==> src/hw/i2cm_defs.svh <==
// i2cm_defs.svh: timing counts, command word layout and fixed codes
// assumes a 100 MHz mclk; included only by the master design file
`ifndef I2CM_DEFS_SVH
`define I2CM_DEFS_SVH

// ----------------------------------------
// clock and bit rates
// ----------------------------------------
`define I2CM_CLK_HZ 100000000
`define I2CM_STD_BPS 100000
`define I2CM_FAST_BPS 400000
// quarter bit, rounded up so the line never runs faster than the mode
`define I2CM_QTR_STD 16'((`I2CM_CLK_HZ + 4 * `I2CM_STD_BPS - 1) / (4 * `I2CM_STD_BPS))
`define I2CM_QTR_FAST 16'((`I2CM_CLK_HZ + 4 * `I2CM_FAST_BPS - 1) / (4 * `I2CM_FAST_BPS))
`define I2CM_DIV_W 16

// ----------------------------------------
// command word
// ----------------------------------------
`define I2CM_CMD_W 16
`define I2CM_F_STOP 15
`define I2CM_F_KIND_HI 14
`define I2CM_F_KIND_LO 13
`define I2CM_F_TEN 12
`define I2CM_F_ACK 11
`define I2CM_F_RW 10
`define I2CM_TEN_HDR 5'h1E
`define I2CM_FIFO_DEPTH 16

// ----------------------------------------
// bit counter marks
// ----------------------------------------
`define I2CM_PRE_BIT 4'hF
`define I2CM_LAST_BIT 4'h7
`define I2CM_ACK_SLOT 4'h8

`endif

==> src/hw/i2cm_pkg.sv <==
// i2cm_pkg: types shared by the bus master files
// assumes i2cm_defs.svh is on the include path
package i2cm_pkg;
  // sequencer states
  typedef enum logic [1:0] {ST_IDLE, ST_START, ST_BIT, ST_STOP} i2cm_state_t;
  // quarter phases of one bus clock period
  typedef enum logic [1:0] {PH_SET, PH_RISE, PH_HIGH, PH_FALL} i2cm_phase_t;
  // command kinds, coded because they arrive on a port
  typedef enum logic [1:0] {
    CMD_ADDR = 2'h0,
    CMD_WRITE = 2'h1,
    CMD_READ = 2'h2,
    CMD_STOP = 2'h3
  } i2cm_kind_t;
endpackage : i2cm_pkg

==> src/hw/i2cm_fifo.sv <==
// i2cm_fifo: small valid/ready buffer with a registered output stage
// assumes one clock; DEPTH a power of two
`timescale 1ns/1ps

module i2cm_fifo #(
  parameter int WIDTH = 16,
  parameter int DEPTH = 16
) (
  // clock and reset
  input wire logic mclk,
  input wire logic rst_b,
  // filling side
  input wire logic inValid,
  output logic inReady,
  input wire logic [WIDTH-1:0] inData,
  // draining side
  output logic outValid,
  input wire logic outReady,
  output logic [WIDTH-1:0] outData
);
  localparam int AW = $clog2(DEPTH);

  logic [WIDTH-1:0] mem [DEPTH];
  logic [AW-1:0] wp_reg;
  logic [AW-1:0] rp_reg;
  logic [AW:0] cnt_reg;
  logic [AW:0] cnt_next;
  logic notFull_reg;
  logic outValid_reg;
  logic [WIDTH-1:0] outData_reg;
  logic push;
  logic load;

  // output stage refills whenever it is empty or being drained
  assign push = inValid & notFull_reg;
  assign load = (cnt_reg != '0) & (~outValid_reg | outReady);
  assign cnt_next = cnt_reg + (AW+1)'(push) - (AW+1)'(load);

  // storage, no reset needed on the array
  always_ff @(posedge mclk) begin
    if (push) begin
      mem[wp_reg] <= inData;
    end
  end

  // pointers and fill level
  always_ff @(posedge mclk or negedge rst_b) begin
    if (!rst_b) begin
      wp_reg <= '0;
      rp_reg <= '0;
      cnt_reg <= '0;
      notFull_reg <= 1'b0;
    end else begin
      wp_reg <= wp_reg + AW'(push);
      rp_reg <= rp_reg + AW'(load);
      cnt_reg <= cnt_next;
      notFull_reg <= (cnt_next != (AW+1)'(DEPTH));
    end
  end

  // registered read data
  always_ff @(posedge mclk or negedge rst_b) begin
    if (!rst_b) begin
      outValid_reg <= 1'b0;
      outData_reg <= '0;
    end else if (load) begin
      outValid_reg <= 1'b1;
      outData_reg <= mem[rp_reg];
    end else if (outReady) begin
      outValid_reg <= 1'b0;
    end
  end

  assign inReady = notFull_reg;
  assign outValid = outValid_reg;
  assign outData = outData_reg;
endmodule : i2cm_fifo

==> src/hw/i2cm_master.sv <==
// i2cm_master: multi-master two-wire bus controller, byte at a time
// assumes open-drain pads outside with pull-ups, pin mux set beforehand
`timescale 1ns/1ps
`include "i2cm_defs.svh"

// Contract
// - master at 100 or 400 kbit/s
// - data moves as eight-bit units
// - one clock per bit, MSB first
// - ninth bit is acknowledge from receiver
// - data changes only while clock low
// - receiver samples data while clock high
// - data edge with clock high is start/stop
// - lines only pulled low or released
// - lost arbitration cancels transfer, raises flag
// - wait on stretched clock, insert own waits
// - software chooses acknowledge when receiving
// - byte done shown by pollable flag
// - start, stop, repeated start generated on request
// - detect start and stop from any master
// - seven or ten bit address per transfer
// - clock rate from software divider
// - shared bus, contention resolved without corruption
module i2cm_master
  import i2cm_pkg::*;
(
  // clock and reset
  input wire logic mclk,
  input wire logic rst_b,
  // bus pins, enables low while pulling low
  input wire logic sclIn,
  output logic sclOut,
  output logic sclOe_b,
  input wire logic sdaIn,
  output logic sdaOut,
  output logic sdaOe_b,
  // rate selection
  input wire logic fastMode,
  input wire logic [`I2CM_DIV_W-1:0] clkDiv,
  // command stream
  input wire logic cmdValid,
  output logic cmdReady,
  input wire logic [`I2CM_CMD_W-1:0] cmdWord,
  // received bytes
  output logic rxValid,
  output logic [7:0] rxData,
  // status
  output logic ackRecv,
  output logic xferDone,
  input wire logic doneClr,
  output logic arbLost,
  input wire logic lostClr,
  output logic busBusy,
  output logic busOwned,
  output logic startSeen,
  output logic stopSeen
);
  // ----------------------------------------
  // declarations
  // ----------------------------------------
  logic sclMeta_reg, sclSync_reg, sclPrev_reg;
  logic sdaMeta_reg, sdaSync_reg, sdaPrev_reg;
  logic sclRel_reg, sdaRel_reg, lowLvl_reg;
  logic busy_reg, own_reg;
  logic startSeen_reg, stopSeen_reg;
  logic [`I2CM_DIV_W-1:0] tmr_reg;
  logic [`I2CM_DIV_W-1:0] qtr;
  i2cm_state_t st_reg;
  i2cm_phase_t ph_reg;
  logic [3:0] bitCnt_reg;
  logic [7:0] sh_reg;
  logic [7:0] secByte_reg;
  logic second_reg, rdMode_reg, ackSel_reg, stopPend_reg;
  logic rxValid_reg, ackRecv_reg, xferDone_reg, arbLost_reg;
  logic [7:0] rxData_reg;
  logic qValid, qTake;
  logic [`I2CM_CMD_W-1:0] qWord;
  i2cm_kind_t qKind;
  logic startEv, stopEv, tick, hiTick, falTick;
  logic sampleNow, byteEnd, lostEv;

  // address byte: ten-bit header or seven-bit address plus direction
  function automatic logic [7:0] addrByte(input logic [`I2CM_CMD_W-1:0] w,
                                          input logic second);
    logic [7:0] b;
    if (!w[`I2CM_F_TEN]) begin
      b = {w[6:0], w[`I2CM_F_RW]};
    end else if (second) begin
      b = w[7:0];
    end else begin
      b = {`I2CM_TEN_HDR, w[9:8], w[`I2CM_F_RW]};
    end
    return b;
  endfunction : addrByte

  // ----------------------------------------
  // command buffer
  // ----------------------------------------
  // a full buffer drops cmdReady so the source really stalls
  i2cm_fifo #(
    .WIDTH(`I2CM_CMD_W),
    .DEPTH(`I2CM_FIFO_DEPTH)
  ) u_cmdq (
    .mclk(mclk),
    .rst_b(rst_b),
    .inValid(cmdValid),
    .inReady(cmdReady),
    .inData(cmdWord),
    .outValid(qValid),
    .outReady(qTake),
    .outData(qWord)
  );

  assign qKind = i2cm_kind_t'(qWord[`I2CM_F_KIND_HI:`I2CM_F_KIND_LO]);
  // a foreign transfer holds the queue until its stop
  assign qTake = qValid && (st_reg == ST_IDLE) && (own_reg || !busy_reg);

  // ----------------------------------------
  // pin synchronisers and bus conditions
  // ----------------------------------------
  // two flops per pin plus a delayed copy; the first stage feeds no logic
  always_ff @(posedge mclk or negedge rst_b) begin
    if (!rst_b) begin
      sclMeta_reg <= 1'b1;
      sclSync_reg <= 1'b1;
      sclPrev_reg <= 1'b1;
      sdaMeta_reg <= 1'b1;
      sdaSync_reg <= 1'b1;
      sdaPrev_reg <= 1'b1;
    end else begin
      sclMeta_reg <= sclIn;
      sclSync_reg <= sclMeta_reg;
      sclPrev_reg <= sclSync_reg;
      sdaMeta_reg <= sdaIn;
      sdaSync_reg <= sdaMeta_reg;
      sdaPrev_reg <= sdaSync_reg;
    end
  end

  // data edge under a steady high clock is a condition, never data
  assign startEv = sclSync_reg & sclPrev_reg & sdaPrev_reg & ~sdaSync_reg;
  assign stopEv = sclSync_reg & sclPrev_reg & ~sdaPrev_reg & sdaSync_reg;

  // busy tracking, ours and other masters alike
  always_ff @(posedge mclk or negedge rst_b) begin
    if (!rst_b) begin
      busy_reg <= 1'b0;
      startSeen_reg <= 1'b0;
      stopSeen_reg <= 1'b0;
    end else begin
      startSeen_reg <= startEv;
      stopSeen_reg <= stopEv;
      if (startEv) begin
        busy_reg <= 1'b1;
      end else if (stopEv) begin
        busy_reg <= 1'b0;
      end
    end
  end

  // ----------------------------------------
  // quarter-bit timer
  // ----------------------------------------
  // zero divider falls back to the preset of the chosen mode
  assign qtr = (clkDiv != '0) ? clkDiv :
               (fastMode ? `I2CM_QTR_FAST : `I2CM_QTR_STD);
  assign tick = (tmr_reg == '0);
  assign hiTick = tick && (ph_reg == PH_HIGH);
  assign falTick = tick && (ph_reg == PH_FALL);

  always_ff @(posedge mclk or negedge rst_b) begin
    if (!rst_b) begin
      tmr_reg <= '0;
    end else if (st_reg == ST_IDLE || tick) begin
      tmr_reg <= qtr - `I2CM_DIV_W'(1);
    end else begin
      tmr_reg <= tmr_reg - `I2CM_DIV_W'(1);
    end
  end

  // ----------------------------------------
  // bit strobes
  // ----------------------------------------
  assign sampleNow = (st_reg == ST_BIT) && hiTick;
  assign byteEnd = (st_reg == ST_BIT) && falTick && (bitCnt_reg == `I2CM_ACK_SLOT);
  // we released the line but read low: someone else owns this bit
  assign lostEv = hiTick && !sdaSync_reg &&
                  ((st_reg == ST_START) ||
                   ((st_reg == ST_BIT) && !rdMode_reg && sdaRel_reg &&
                    (bitCnt_reg < `I2CM_ACK_SLOT)));

  // ----------------------------------------
  // sequencer
  // ----------------------------------------
  // in a data bit scl falls at the high-phase tick, sda moves a quarter later
  always_ff @(posedge mclk or negedge rst_b) begin
    if (!rst_b) begin
      st_reg <= ST_IDLE;
      ph_reg <= PH_SET;
      sclRel_reg <= 1'b1;
      sdaRel_reg <= 1'b1;
      own_reg <= 1'b0;
      bitCnt_reg <= `I2CM_PRE_BIT;
      sh_reg <= '0;
      secByte_reg <= '0;
      second_reg <= 1'b0;
      rdMode_reg <= 1'b0;
      ackSel_reg <= 1'b0;
      stopPend_reg <= 1'b0;
    end else if (lostEv) begin
      // let go of both lines at once and drop the transfer
      st_reg <= ST_IDLE;
      sclRel_reg <= 1'b1;
      sdaRel_reg <= 1'b1;
      own_reg <= 1'b0;
      second_reg <= 1'b0;
    end else begin
      unique case (st_reg)
        ST_IDLE: begin
          // owning the bus, scl stays low here as our own wait state
          if (qTake) begin
            stopPend_reg <= qWord[`I2CM_F_STOP];
            ackSel_reg <= qWord[`I2CM_F_ACK];
            bitCnt_reg <= `I2CM_PRE_BIT;
            ph_reg <= PH_FALL;
            unique case (qKind)
              CMD_ADDR: begin
                st_reg <= ST_START;
                ph_reg <= PH_SET;
                own_reg <= 1'b1;
                sdaRel_reg <= 1'b1;
                rdMode_reg <= 1'b0;
                sh_reg <= addrByte(qWord, 1'b0);
                secByte_reg <= addrByte(qWord, 1'b1);
                second_reg <= qWord[`I2CM_F_TEN];
              end
              CMD_WRITE: begin
                if (own_reg) begin
                  st_reg <= ST_BIT;
                  rdMode_reg <= 1'b0;
                  sh_reg <= qWord[7:0];
                end
              end
              CMD_READ: begin
                if (own_reg) begin
                  st_reg <= ST_BIT;
                  rdMode_reg <= 1'b1;
                end
              end
              CMD_STOP: begin
                if (own_reg) begin
                  st_reg <= ST_STOP;
                  ph_reg <= PH_SET;
                  sdaRel_reg <= 1'b0;
                end
              end
            endcase
          end
        end
        ST_START, ST_STOP: begin
          if (tick) begin
            unique case (ph_reg)
              PH_SET: begin
                sclRel_reg <= 1'b1;
                ph_reg <= PH_RISE;
              end
              PH_RISE: begin
                // a slave or master holding scl low delays us here
                if (sclSync_reg) begin
                  ph_reg <= PH_HIGH;
                end
              end
              PH_HIGH: begin
                // start pulls sda low, stop lets it rise, scl high
                sdaRel_reg <= (st_reg == ST_STOP);
                ph_reg <= PH_FALL;
              end
              PH_FALL: begin
                if (st_reg == ST_STOP) begin
                  st_reg <= ST_IDLE;
                  own_reg <= 1'b0;
                end else begin
                  sclRel_reg <= 1'b0;
                  st_reg <= ST_BIT;
                end
              end
            endcase
          end
        end
        ST_BIT: begin
          if (tick) begin
            unique case (ph_reg)
              PH_SET: begin
                sclRel_reg <= 1'b1;
                ph_reg <= PH_RISE;
              end
              PH_RISE: begin
                if (sclSync_reg) begin
                  ph_reg <= PH_HIGH;
                end
              end
              PH_HIGH: begin
                // sample at the end of the high phase, then scl low
                if (rdMode_reg && bitCnt_reg < `I2CM_ACK_SLOT) begin
                  sh_reg <= {sh_reg[6:0], sdaSync_reg};
                end
                sclRel_reg <= 1'b0;
                ph_reg <= PH_FALL;
              end
              PH_FALL: begin
                if (bitCnt_reg == `I2CM_ACK_SLOT) begin
                  // byte finished; sda still changes only with scl low
                  bitCnt_reg <= `I2CM_PRE_BIT;
                  if (second_reg) begin
                    second_reg <= 1'b0;
                    sh_reg <= secByte_reg;
                    sdaRel_reg <= 1'b1;
                  end else if (stopPend_reg) begin
                    st_reg <= ST_STOP;
                    ph_reg <= PH_SET;
                    sdaRel_reg <= 1'b0;
                  end else begin
                    st_reg <= ST_IDLE;
                    sdaRel_reg <= 1'b1;
                  end
                end else begin
                  bitCnt_reg <= bitCnt_reg + 4'h1;
                  ph_reg <= PH_SET;
                  if (bitCnt_reg == `I2CM_LAST_BIT) begin
                    // receiver drives the ninth bit
                    sdaRel_reg <= rdMode_reg ? !ackSel_reg : 1'b1;
                  end else if (rdMode_reg) begin
                    sdaRel_reg <= 1'b1;
                  end else if (bitCnt_reg == `I2CM_PRE_BIT) begin
                    sdaRel_reg <= sh_reg[7];
                  end else begin
                    sdaRel_reg <= sh_reg[6];
                    sh_reg <= {sh_reg[6:0], 1'b0};
                  end
                end
              end
            endcase
          end
        end
      endcase
    end
  end

  // ----------------------------------------
  // received data, acknowledge result, flags
  // ----------------------------------------
  always_ff @(posedge mclk or negedge rst_b) begin
    if (!rst_b) begin
      rxValid_reg <= 1'b0;
      rxData_reg <= '0;
      ackRecv_reg <= 1'b0;
    end else begin
      rxValid_reg <= byteEnd && rdMode_reg;
      if (byteEnd && rdMode_reg) begin
        rxData_reg <= sh_reg;
      end
      if (sampleNow && !rdMode_reg && bitCnt_reg == `I2CM_ACK_SLOT) begin
        ackRecv_reg <= !sdaSync_reg;
      end
    end
  end

  // sticky flags; a new event wins over a clear in the same cycle
  always_ff @(posedge mclk or negedge rst_b) begin
    if (!rst_b) begin
      xferDone_reg <= 1'b0;
      arbLost_reg <= 1'b0;
    end else begin
      xferDone_reg <= byteEnd || (xferDone_reg && !doneClr);
      arbLost_reg <= lostEv || (arbLost_reg && !lostClr);
    end
  end

  // pad data level: open drain only ever drives low
  always_ff @(posedge mclk or negedge rst_b) begin
    if (!rst_b) begin
      lowLvl_reg <= 1'b0;
    end else begin
      lowLvl_reg <= 1'b0;
    end
  end

  // ----------------------------------------
  // outputs
  // ----------------------------------------
  assign sclOut = lowLvl_reg;
  assign sdaOut = lowLvl_reg;
  assign sclOe_b = sclRel_reg;
  assign sdaOe_b = sdaRel_reg;
  assign rxValid = rxValid_reg;
  assign rxData = rxData_reg;
  assign ackRecv = ackRecv_reg;
  assign xferDone = xferDone_reg;
  assign arbLost = arbLost_reg;
  assign busBusy = busy_reg;
  assign busOwned = own_reg;
  assign startSeen = startSeen_reg;
  assign stopSeen = stopSeen_reg;

  // ----------------------------------------
  // checks
  // ----------------------------------------
  chk_sda_steady_high: assert property (
    @(posedge mclk) disable iff (!rst_b)
    (st_reg == ST_BIT && $past(st_reg) == ST_BIT && $past(sclRel_reg) && sclRel_reg)
      |-> $stable(sdaRel_reg))
    else $error("sda moved while scl was released in a data bit");

  chk_open_drain: assert property (
    @(posedge mclk) disable iff (!rst_b)
    !sclOut && !sdaOut)
    else $error("pad level is not low");

  chk_lost_release: assert property (
    @(posedge mclk) disable iff (!rst_b)
    lostEv |=> (sclOe_b && sdaOe_b && st_reg == ST_IDLE && arbLost && !busOwned))
    else $error("arbitration loss did not cancel the transfer");

  chk_busy_hold: assert property (
    @(posedge mclk) disable iff (!rst_b)
    (st_reg == ST_IDLE && !own_reg && busy_reg) |=> (st_reg != ST_START))
    else $error("start launched on a busy bus");

  chk_done_flag: assert property (
    @(posedge mclk) disable iff (!rst_b)
    byteEnd |=> xferDone ##1 (xferDone || $past(doneClr)))
    else $error("byte completion not flagged");

  chk_msb_first: assert property (
    @(posedge mclk) disable iff (!rst_b)
    (st_reg == ST_BIT && ph_reg == PH_SET && !rdMode_reg && bitCnt_reg < `I2CM_ACK_SLOT)
      |-> (sdaRel_reg == sh_reg[7]))
    else $error("data bit is not the top of the shift register");

  chk_stretch_wait: assert property (
    @(posedge mclk) disable iff (!rst_b)
    (st_reg == ST_BIT && ph_reg == PH_RISE && !sclSync_reg && !lostEv) |=> (ph_reg == PH_RISE))
    else $error("high phase entered while scl held low");

  chk_ack_drive: assert property (
    @(posedge mclk) disable iff (!rst_b)
    (st_reg == ST_BIT && rdMode_reg && bitCnt_reg == `I2CM_ACK_SLOT)
      |-> (sdaRel_reg == !ackSel_reg))
    else $error("acknowledge slot not as software chose");

  chk_start_busy: assert property (
    @(posedge mclk) disable iff (!rst_b)
    startEv |=> (busBusy && startSeen) ##1 !startSeen)
    else $error("start condition not reported");
endmodule : i2cm_master

==> config.mk <==
export PLATFORM = sky130hd
export DESIGN_NAME = i2cm_master
export DESIGN_NICKNAME = d
export VERILOG_FILES = /design/src/hw/i2cm_pkg.sv /design/src/hw/i2cm_fifo.sv /design/src/hw/i2cm_master.sv
export VERILOG_INCLUDE_DIRS = /design/src /design/src/hw
export SDC_FILE = /design/constraint.sdc
export NUM_CORES = 1
export LEC_CHECK = 0
export BUFFER_PORTS_ARGS = -buffer_cell sky130_fd_sc_hd__buf_4
export CORE_MARGIN = 1.5
export CORE_UTILIZATION = 25
export CTS_BUF_LIST = sky130_fd_sc_hd__clkbuf_8
export CTS_CLUSTER_DIAMETER = 100
export DETAILED_ROUTE_END_ITERATION = 6
export GPL_TIMING_DRIVEN = 0
export SLEW_MARGIN = 20
export SYNTH_ARGS = -nofsm -noshare
export SYNTH_HDL_FRONTEND = slang
export SYNTH_SLANG_ARGS = --single-unit
==> constraint.sdc <==
create_clock -name mclk -period 3.4 [get_ports mclk]
set_input_delay 0.51 -clock mclk [delete_from_list [all_inputs] [get_ports mclk]]
set_output_delay 0.51 -clock mclk [all_outputs]
set_load 0.005 [all_outputs]
; ---- Word-level counts from Yosys, hierarchy flattened
; Memories as Yosys holds them, arrays and structs flattened. A register that Yosys moved wholly into a read port is not among the register bits.
; Index checks and enable logic that the tools add are counted.
[classes]
addsub = 7
order_cmp = 1
eq_ne = 46
n_mux = 93
bitwise = 12
reduce_logical = 56
[op_table]
columns = operator, count
row1 = 2-to-1 mux 8 bit, 12
row2 = case mux 8 bit (2 select lines), 3
row3 = 2-to-1 mux 2 bit, 20
row4 = != test 4 bit (second input constant), 10
row5 = 2-to-1 mux 1 bit, 37
row6 = 2-to-1 mux 16 bit, 2
row7 = subtractor 16 x 1 -> 16 bit (second input constant), 2
row8 = != test 3 bit (second input constant), 9
row9 = case mux 2 bit (3 select lines), 4
row10 = AND reduction 6 bit, 4
row11 = logical AND 1 bit, 18
row12 = zero test 16 bit, 1
row13 = 2-to-1 mux 4 bit, 4
row14 = nonzero test 16 bit, 1
row15 = AND reduction 7 bit, 2
row16 = equality test 2 bit (second input constant), 6
row17 = != test 3 x 2 -> 1 bit (second input constant), 4
row18 = case mux 1 bit (2 select lines), 6
row19 = AND reduction 12 bit, 1
row20 = nonzero test 3 bit, 4
row21 = != test 2 bit (second input constant), 5
row22 = AND reduction 9 bit, 1
row23 = adder 4 x 1 -> 4 bit, 2
row24 = equality test 4 bit (second input constant), 2
row25 = other kinds (27), 55
[word_totals]
ff_bits = 83
ram_bits = 256
inputBits = 40
word_cells = 248
n_memories = 1
[mem_list]
columns = name, words, word_bits, read_ports, rd_clocked_by_memory_dff, wr, line
row1 = u_cmdq.mem, 16, 16, 1, 1, 1, i2cm_fifo.sv:23  ; logic [WIDTH-1:0] mem [DEPTH];

; ---- Logic depth before layout (Yosys ltp)
[depth]
depth_word = 9
depth_mapped = 18
mapped_depth_nobuf = 17

; ---- Cells and area by module
; Synthesis repeated with hierarchy kept, for this count alone.
[unflattened]
hier_cells = 952
area_unflattened_um2 = 15334.7
[by_module_without_submodules]
columns = module, instances, cells_each, area_per_inst_um2, seq_area_each_um2
row1 = i2cm_fifo, 1, 513, 11119.4, 8463.1
row2 = i2cm_master, 1, 439, 4215.3, 1716.6

; ---- Worst setup path after synthesis
; Ideal clock, no wire load.
[synth_timing]
path_type = register to register
start = reg u_cmdq.cnt_reg[3]
end = reg u_cmdq.notFull_reg, in the netlist u_cmdq.inReady
t_arrival_ps = 2967
setup_slack_ps = 308
path_stages_with_launch = 19
n_path_buf = 1
period_less_slack_ps = 3092
path_cell_list = dfrtp_1 > inv_1 > ha_1 > nor4b_1 > inv_1 > nand2_1 > clkbuf_1 > inv_1 > ha_1 > inv_1 > ha_1 > inv_1 > fa_1 > inv_1 > a21oi_1 > nor2_1 > nor2_1 > xnor2_1 > nand2_1
[synth_via]
elab_chain_len = 4
[synth_rtl]
columns = item, line
row1 = "start, declared", i2cm_fifo.sv:26  ; logic [AW:0] cnt_reg;
row2 = "start signal, assigned", i2cm_fifo.sv:56  ; cnt_reg <= cnt_next;
row3 = nonzero test 5 bit, i2cm_fifo.sv:36  ; assign load = (cnt_reg != '0) & (~outValid_reg | outReady);
row4 = bitwise AND 1 bit, i2cm_fifo.sv:36
row5 = net u_cmdq.load, i2cm_fifo.sv:32  ; logic load;
row6 = subtractor 5 x 1 -> 5 bit, i2cm_fifo.sv:37  ; assign cnt_next = cnt_reg + (AW+1)'(push) - (AW+1)'(load);
row7 = net u_cmdq.cnt_next[4], i2cm_fifo.sv:27  ; logic [AW:0] cnt_next;
row8 = != test 5 bit, i2cm_fifo.sv:57  ; notFull_reg <= (cnt_next != (AW+1)'(DEPTH));
row9 = "end signal, assigned", i2cm_fifo.sv:57
row10 = "end, declared", i2cm_fifo.sv:28  ; logic notFull_reg;
; The timed path passes the listed nets, and every way through them passes these cells.
; A chain may end at the register's enable or synchronous reset.

; ---- Final worst setup path
[layout_timing]
start = reg tmr_reg[3]
end = reg tmr_reg[12]
[layout_via]
elab_chain_len = 3
[layout_rtl]
columns = item, line
row1 = "start, declared", i2cm_master.sv:66  ; logic [`I2CM_DIV_W-1:0] tmr_reg;
row2 = "start signal, assigned", i2cm_master.sv:175  ; tmr_reg <= qtr - `I2CM_DIV_W'(1);
row3 = "start signal, assigned", i2cm_master.sv:177  ; tmr_reg <= tmr_reg - `I2CM_DIV_W'(1);
row4 = branches (longest 2 deep; another with subtractor 16 x 1 -> 16 bit), --
row5 = 2-to-1 mux 16 bit (*), i2cm_master.sv:174  ; end else if (st_reg == ST_IDLE || tick) begin
; Mark *: on every way between the ends.

==> flow_metrics.py <==
metrics = {
    "outcome": {
        "status": "complete, but fails checks",
        "violations": "design-rule violations",
    },
    "global_routing": {
        "use_met2": 0.187,
        "grt_max_degree": 100,
        "grt_antenna_before_repair": 4,
        "overflow": 0,
        "grt_pass1_vias": 8963,
        "grtUsageMet3": 0.0315,
        "use_met1": 0.147,
        "track_usage": 0.115,
        "busiest_layer": "met2",
        "grt_first_pass_wirelength_um": 53300,
    },
    "cts": {
        "cts_max_path_buffers": 3,
        "cts_buffers": 61,
        "root_buffer": "clkbuf_8",
        "cts_sinks": 355,
        "clk_pin_slew_ns": 0.06,
        "cts_htree_levels": 2,
        "tritoncts": "done",
        "clk_latency_ns": 0.67,
    },
    "power_and_ir_drop": {
        "power_density_nw_per_um2": 817,
        "p_leak_nw": 6.38,
        "irDropWorstVdd_uv": 356,
    },
    "finish": {
        "nets": 1105,
        "fin_area_um2": 18000,
        "n_fill_cell": 5909,
        "area_growth_pct": 19.7,
        "diodes": 0,
        "postLayoutCoreUtil": 0.304,
        "largest_register_ffs": 256,
        "drive_above_1_share": 0.303,
    },
    "setup_path": {
        "slowest_delay_ns": 0.56,
        "critical_path_class": "reg -> reg",
        "rr_worst_depth": 12,
        "cpLargestDelayFamily": "simple AND/OR/NAND/NOR gates",
        "path_cells": "or4_4, nor2_4, a21oi_2, buf_6, buf_2, or3_1, o21ai_0, ha_2, o211ai_1, nor4_2, xnor2_1, mux2i_1",
        "crit_slowest_cell": "or4_4",
        "worstPathArrival_ns": 3.74,
        "path_depth": 12,
        "r2r_slack_ns": 0.18,
        "endpoint": "tmr_reg[12]",
        "cp-end-kind": "flop",
        "critPathBufInv": 2,
        "r2r-start": "tmr_reg[3]",
        "reg2reg_to": "tmr_reg[12]",
        "worstPathRequired_ns": 3.93,
        "critPathLaunch": "tmr_reg[3]",
        "startpoint_type": "flop",
        "crit_path_max_fanout": 10,
    },
    "floorplan": {
        "die-area_um2": 61600,
        "die_w_um": 248,
        "placementRows": 89,
        "initial_core_util": 0.254,
        "core_area_um2": 59200,
        "io_pins": 61,
        "die_y_um": 248,
    },
    "synthesis": {
        "avgSynthCellArea_um2": 16.7,
        "yosys-top-cells-count": "256 x edfxtp_1, 87 x dfrtp_1, 80 x mux4_2, 46 x nor2_1, 39 x nand2_1",
        "yosysTopAreaCell": "edfxtp_1",
        "synth.yosys.seq_area_share": 0.677,
        "synth_most_common_cell": "edfxtp_1",
        "yosysUniqueCellTypes": 70,
        "synthCells": 899,
        "ys_warn_count": 0,
        "synthArstFlopShare": 0.279,
        "syn_area_um2": 15000,
        "synth-edff-count": 256,
        "ys.flop_type": "edfxtp_1",
        "yosys-top-cells-area": "edfxtp_1 51%, dfrtp_1 14%, mux4_2 12%",
        "synth-seq-cells": 355,
        "synth_top_cell_area_share": 0.511,
    },
    "timing": {
        "finalCriticalPeriod_ns": 3.22,
        "max_freq_mhz": 311,
        "hold_viol": 0,
        "tightest_slew_ns": 1.00,
        "slew_headroom": 0.330,
        "fin_skew_ns": 0.0324,
        "finalCritPeriodShare": 0.946,
        "drv_slew": 0,
        "setup_ws_ns": 0.182,
        "setup_viol": 0,
    },
    "detailed_routing": {
        "ant_nets": 0,
        "dr.pass1.iters": 6,
        "viasPerCell": 4.52,
        "drtIter0Drc": 737,
        "vias": 8410,
        "drc": 4,
        "routedWlPerCell_um": 18.5,
        "totalWireLength_um": 34400,
    },
    "place": {
        "pre_cts_slack_ns": -0.393,
        "dp_hpwl_um": 22300,
        "portBuffers": 58,
        "placed_cell_area_um2": 16700,
        "gp_congestion": 0.821,
    },
    "job": {
        "max_cap_viol_count": 0,
    },
    "min_path": {
        "hold_class": "in -> reg",
    },
}
==> layout by cell type, fill, tap and decap left out, types with 9 or more instances in the layout <==
cell type / n
a211oi_1: 9
a21oi_1: 26
a31oi_1: 10
buf_2: 11
buf_4: 69
buf_6: 9
clkbuf_1: 25
clkbuf_8: 63
clkinv_1: 19
dfrtp_1: 87
dfstp_2: 12
edfxtp_1: 256
ha_1: 23
inv_1: 42
mux2_2: 37
mux2i_1: 28
mux4_2: 80
nand2_1: 38
nand3_1: 9
nor2_1: 33
nor2_4: 11
nor3_1: 12
o21ai_0: 32
xnor2_1: 15
==> stage by stage <==
| step | hold WS [ns] | TNS (ns) | cells | power (mW) |
|---|---|---|---|---|
| global placement | 0.378 | -56.56 | 1731 | 10.6 |
| detailed placement | 0.379 | -0.976 | 1742 | 10.9 |
| global route | 0.112 | -0.0173 | 1861 | 15.6 |
| CTS | 0.0853 | 0 | 1858 | 14.9 |
| floorplan | 0.214 | 0 | 900 | 9.24 |
| finish | 0.139 | 0 | 1861 | 14.7 |
==> logic make-up (layout without fill, tap and decap cells) <==
logic type / Yosys count / count (layout) / share of synthesized area
simple gates: 165 / 165 / 0.0549
compound gates: 111 / 111 / 0.0463
other cells: 1 / 2 / 0.000249
flops: 355 / 355 / 0.677
buf+inv: 74 / 262 / 0.0209
xor+xnor: 23 / 23 / 0.0134
mux: 145 / 145 / 0.166
fa+ha+maj: 25 / 25 / 0.0213
==> how the worst min path moves through the flow <==
stage                 from  cells after the start  slack, ns                 to
6_report        cmdWord[2]                      1       0.14  u_cmdq.mem[12][2]
5_1_grt         cmdWord[2]                      1       0.11   u_cmdq.mem[1][2]
4_1_cts         cmdWord[2]                      1       0.09  u_cmdq.mem[12][2]
3_5_place_dp   sdaMeta_reg                      0       0.38        sdaSync_reg
3_3_place_gp   sdaMeta_reg                      0       0.38        sdaSync_reg
2_1_floorplan        rst_b                      0       0.21            ackRecv
==> area by class of cell <==
type                            instances  area, µm²  area share
Sequential cell                       355      10200       0.565
Multi-Input combinational cell        471       4690       0.261
Tap cell                              773        967      0.0537
Clock buffer                           63        867      0.0481
Timing Repair Buffer                   77        614      0.0341
Clock inverter                         48        369      0.0205
Buffer                                 45        210      0.0117
Inverter                               29        109     0.00604
==> report_power, final <==
part / total, mW / switching, mW / internal, mW
clock: 3.91 / 1.79 / 2.12
combinational: 4.87 / 2.66 / 2.21
sequential: 5.94 / 0.477 / 5.46
==> metal layers <==
layer,vias up,part of all wire,routed length [µm]
met5,-,0.00099,34
met4,6,0.020,682
met3,58,0.068,2330
met2,242,0.48,16500
met1,4294,0.43,14900
li1,3810,-,-
==> what timing repair did <==
action,4_1_cts,5_1_grt
gates cloned,0,0
pin swaps,1,4
setup endpoints to repair,5,4
endpoints found under the hold margin,72,0
gates resized for setup,7,8
hold buffers,4,0
setup buffers,1,3
No activity file was read; power rests on OpenSTA's default activity.
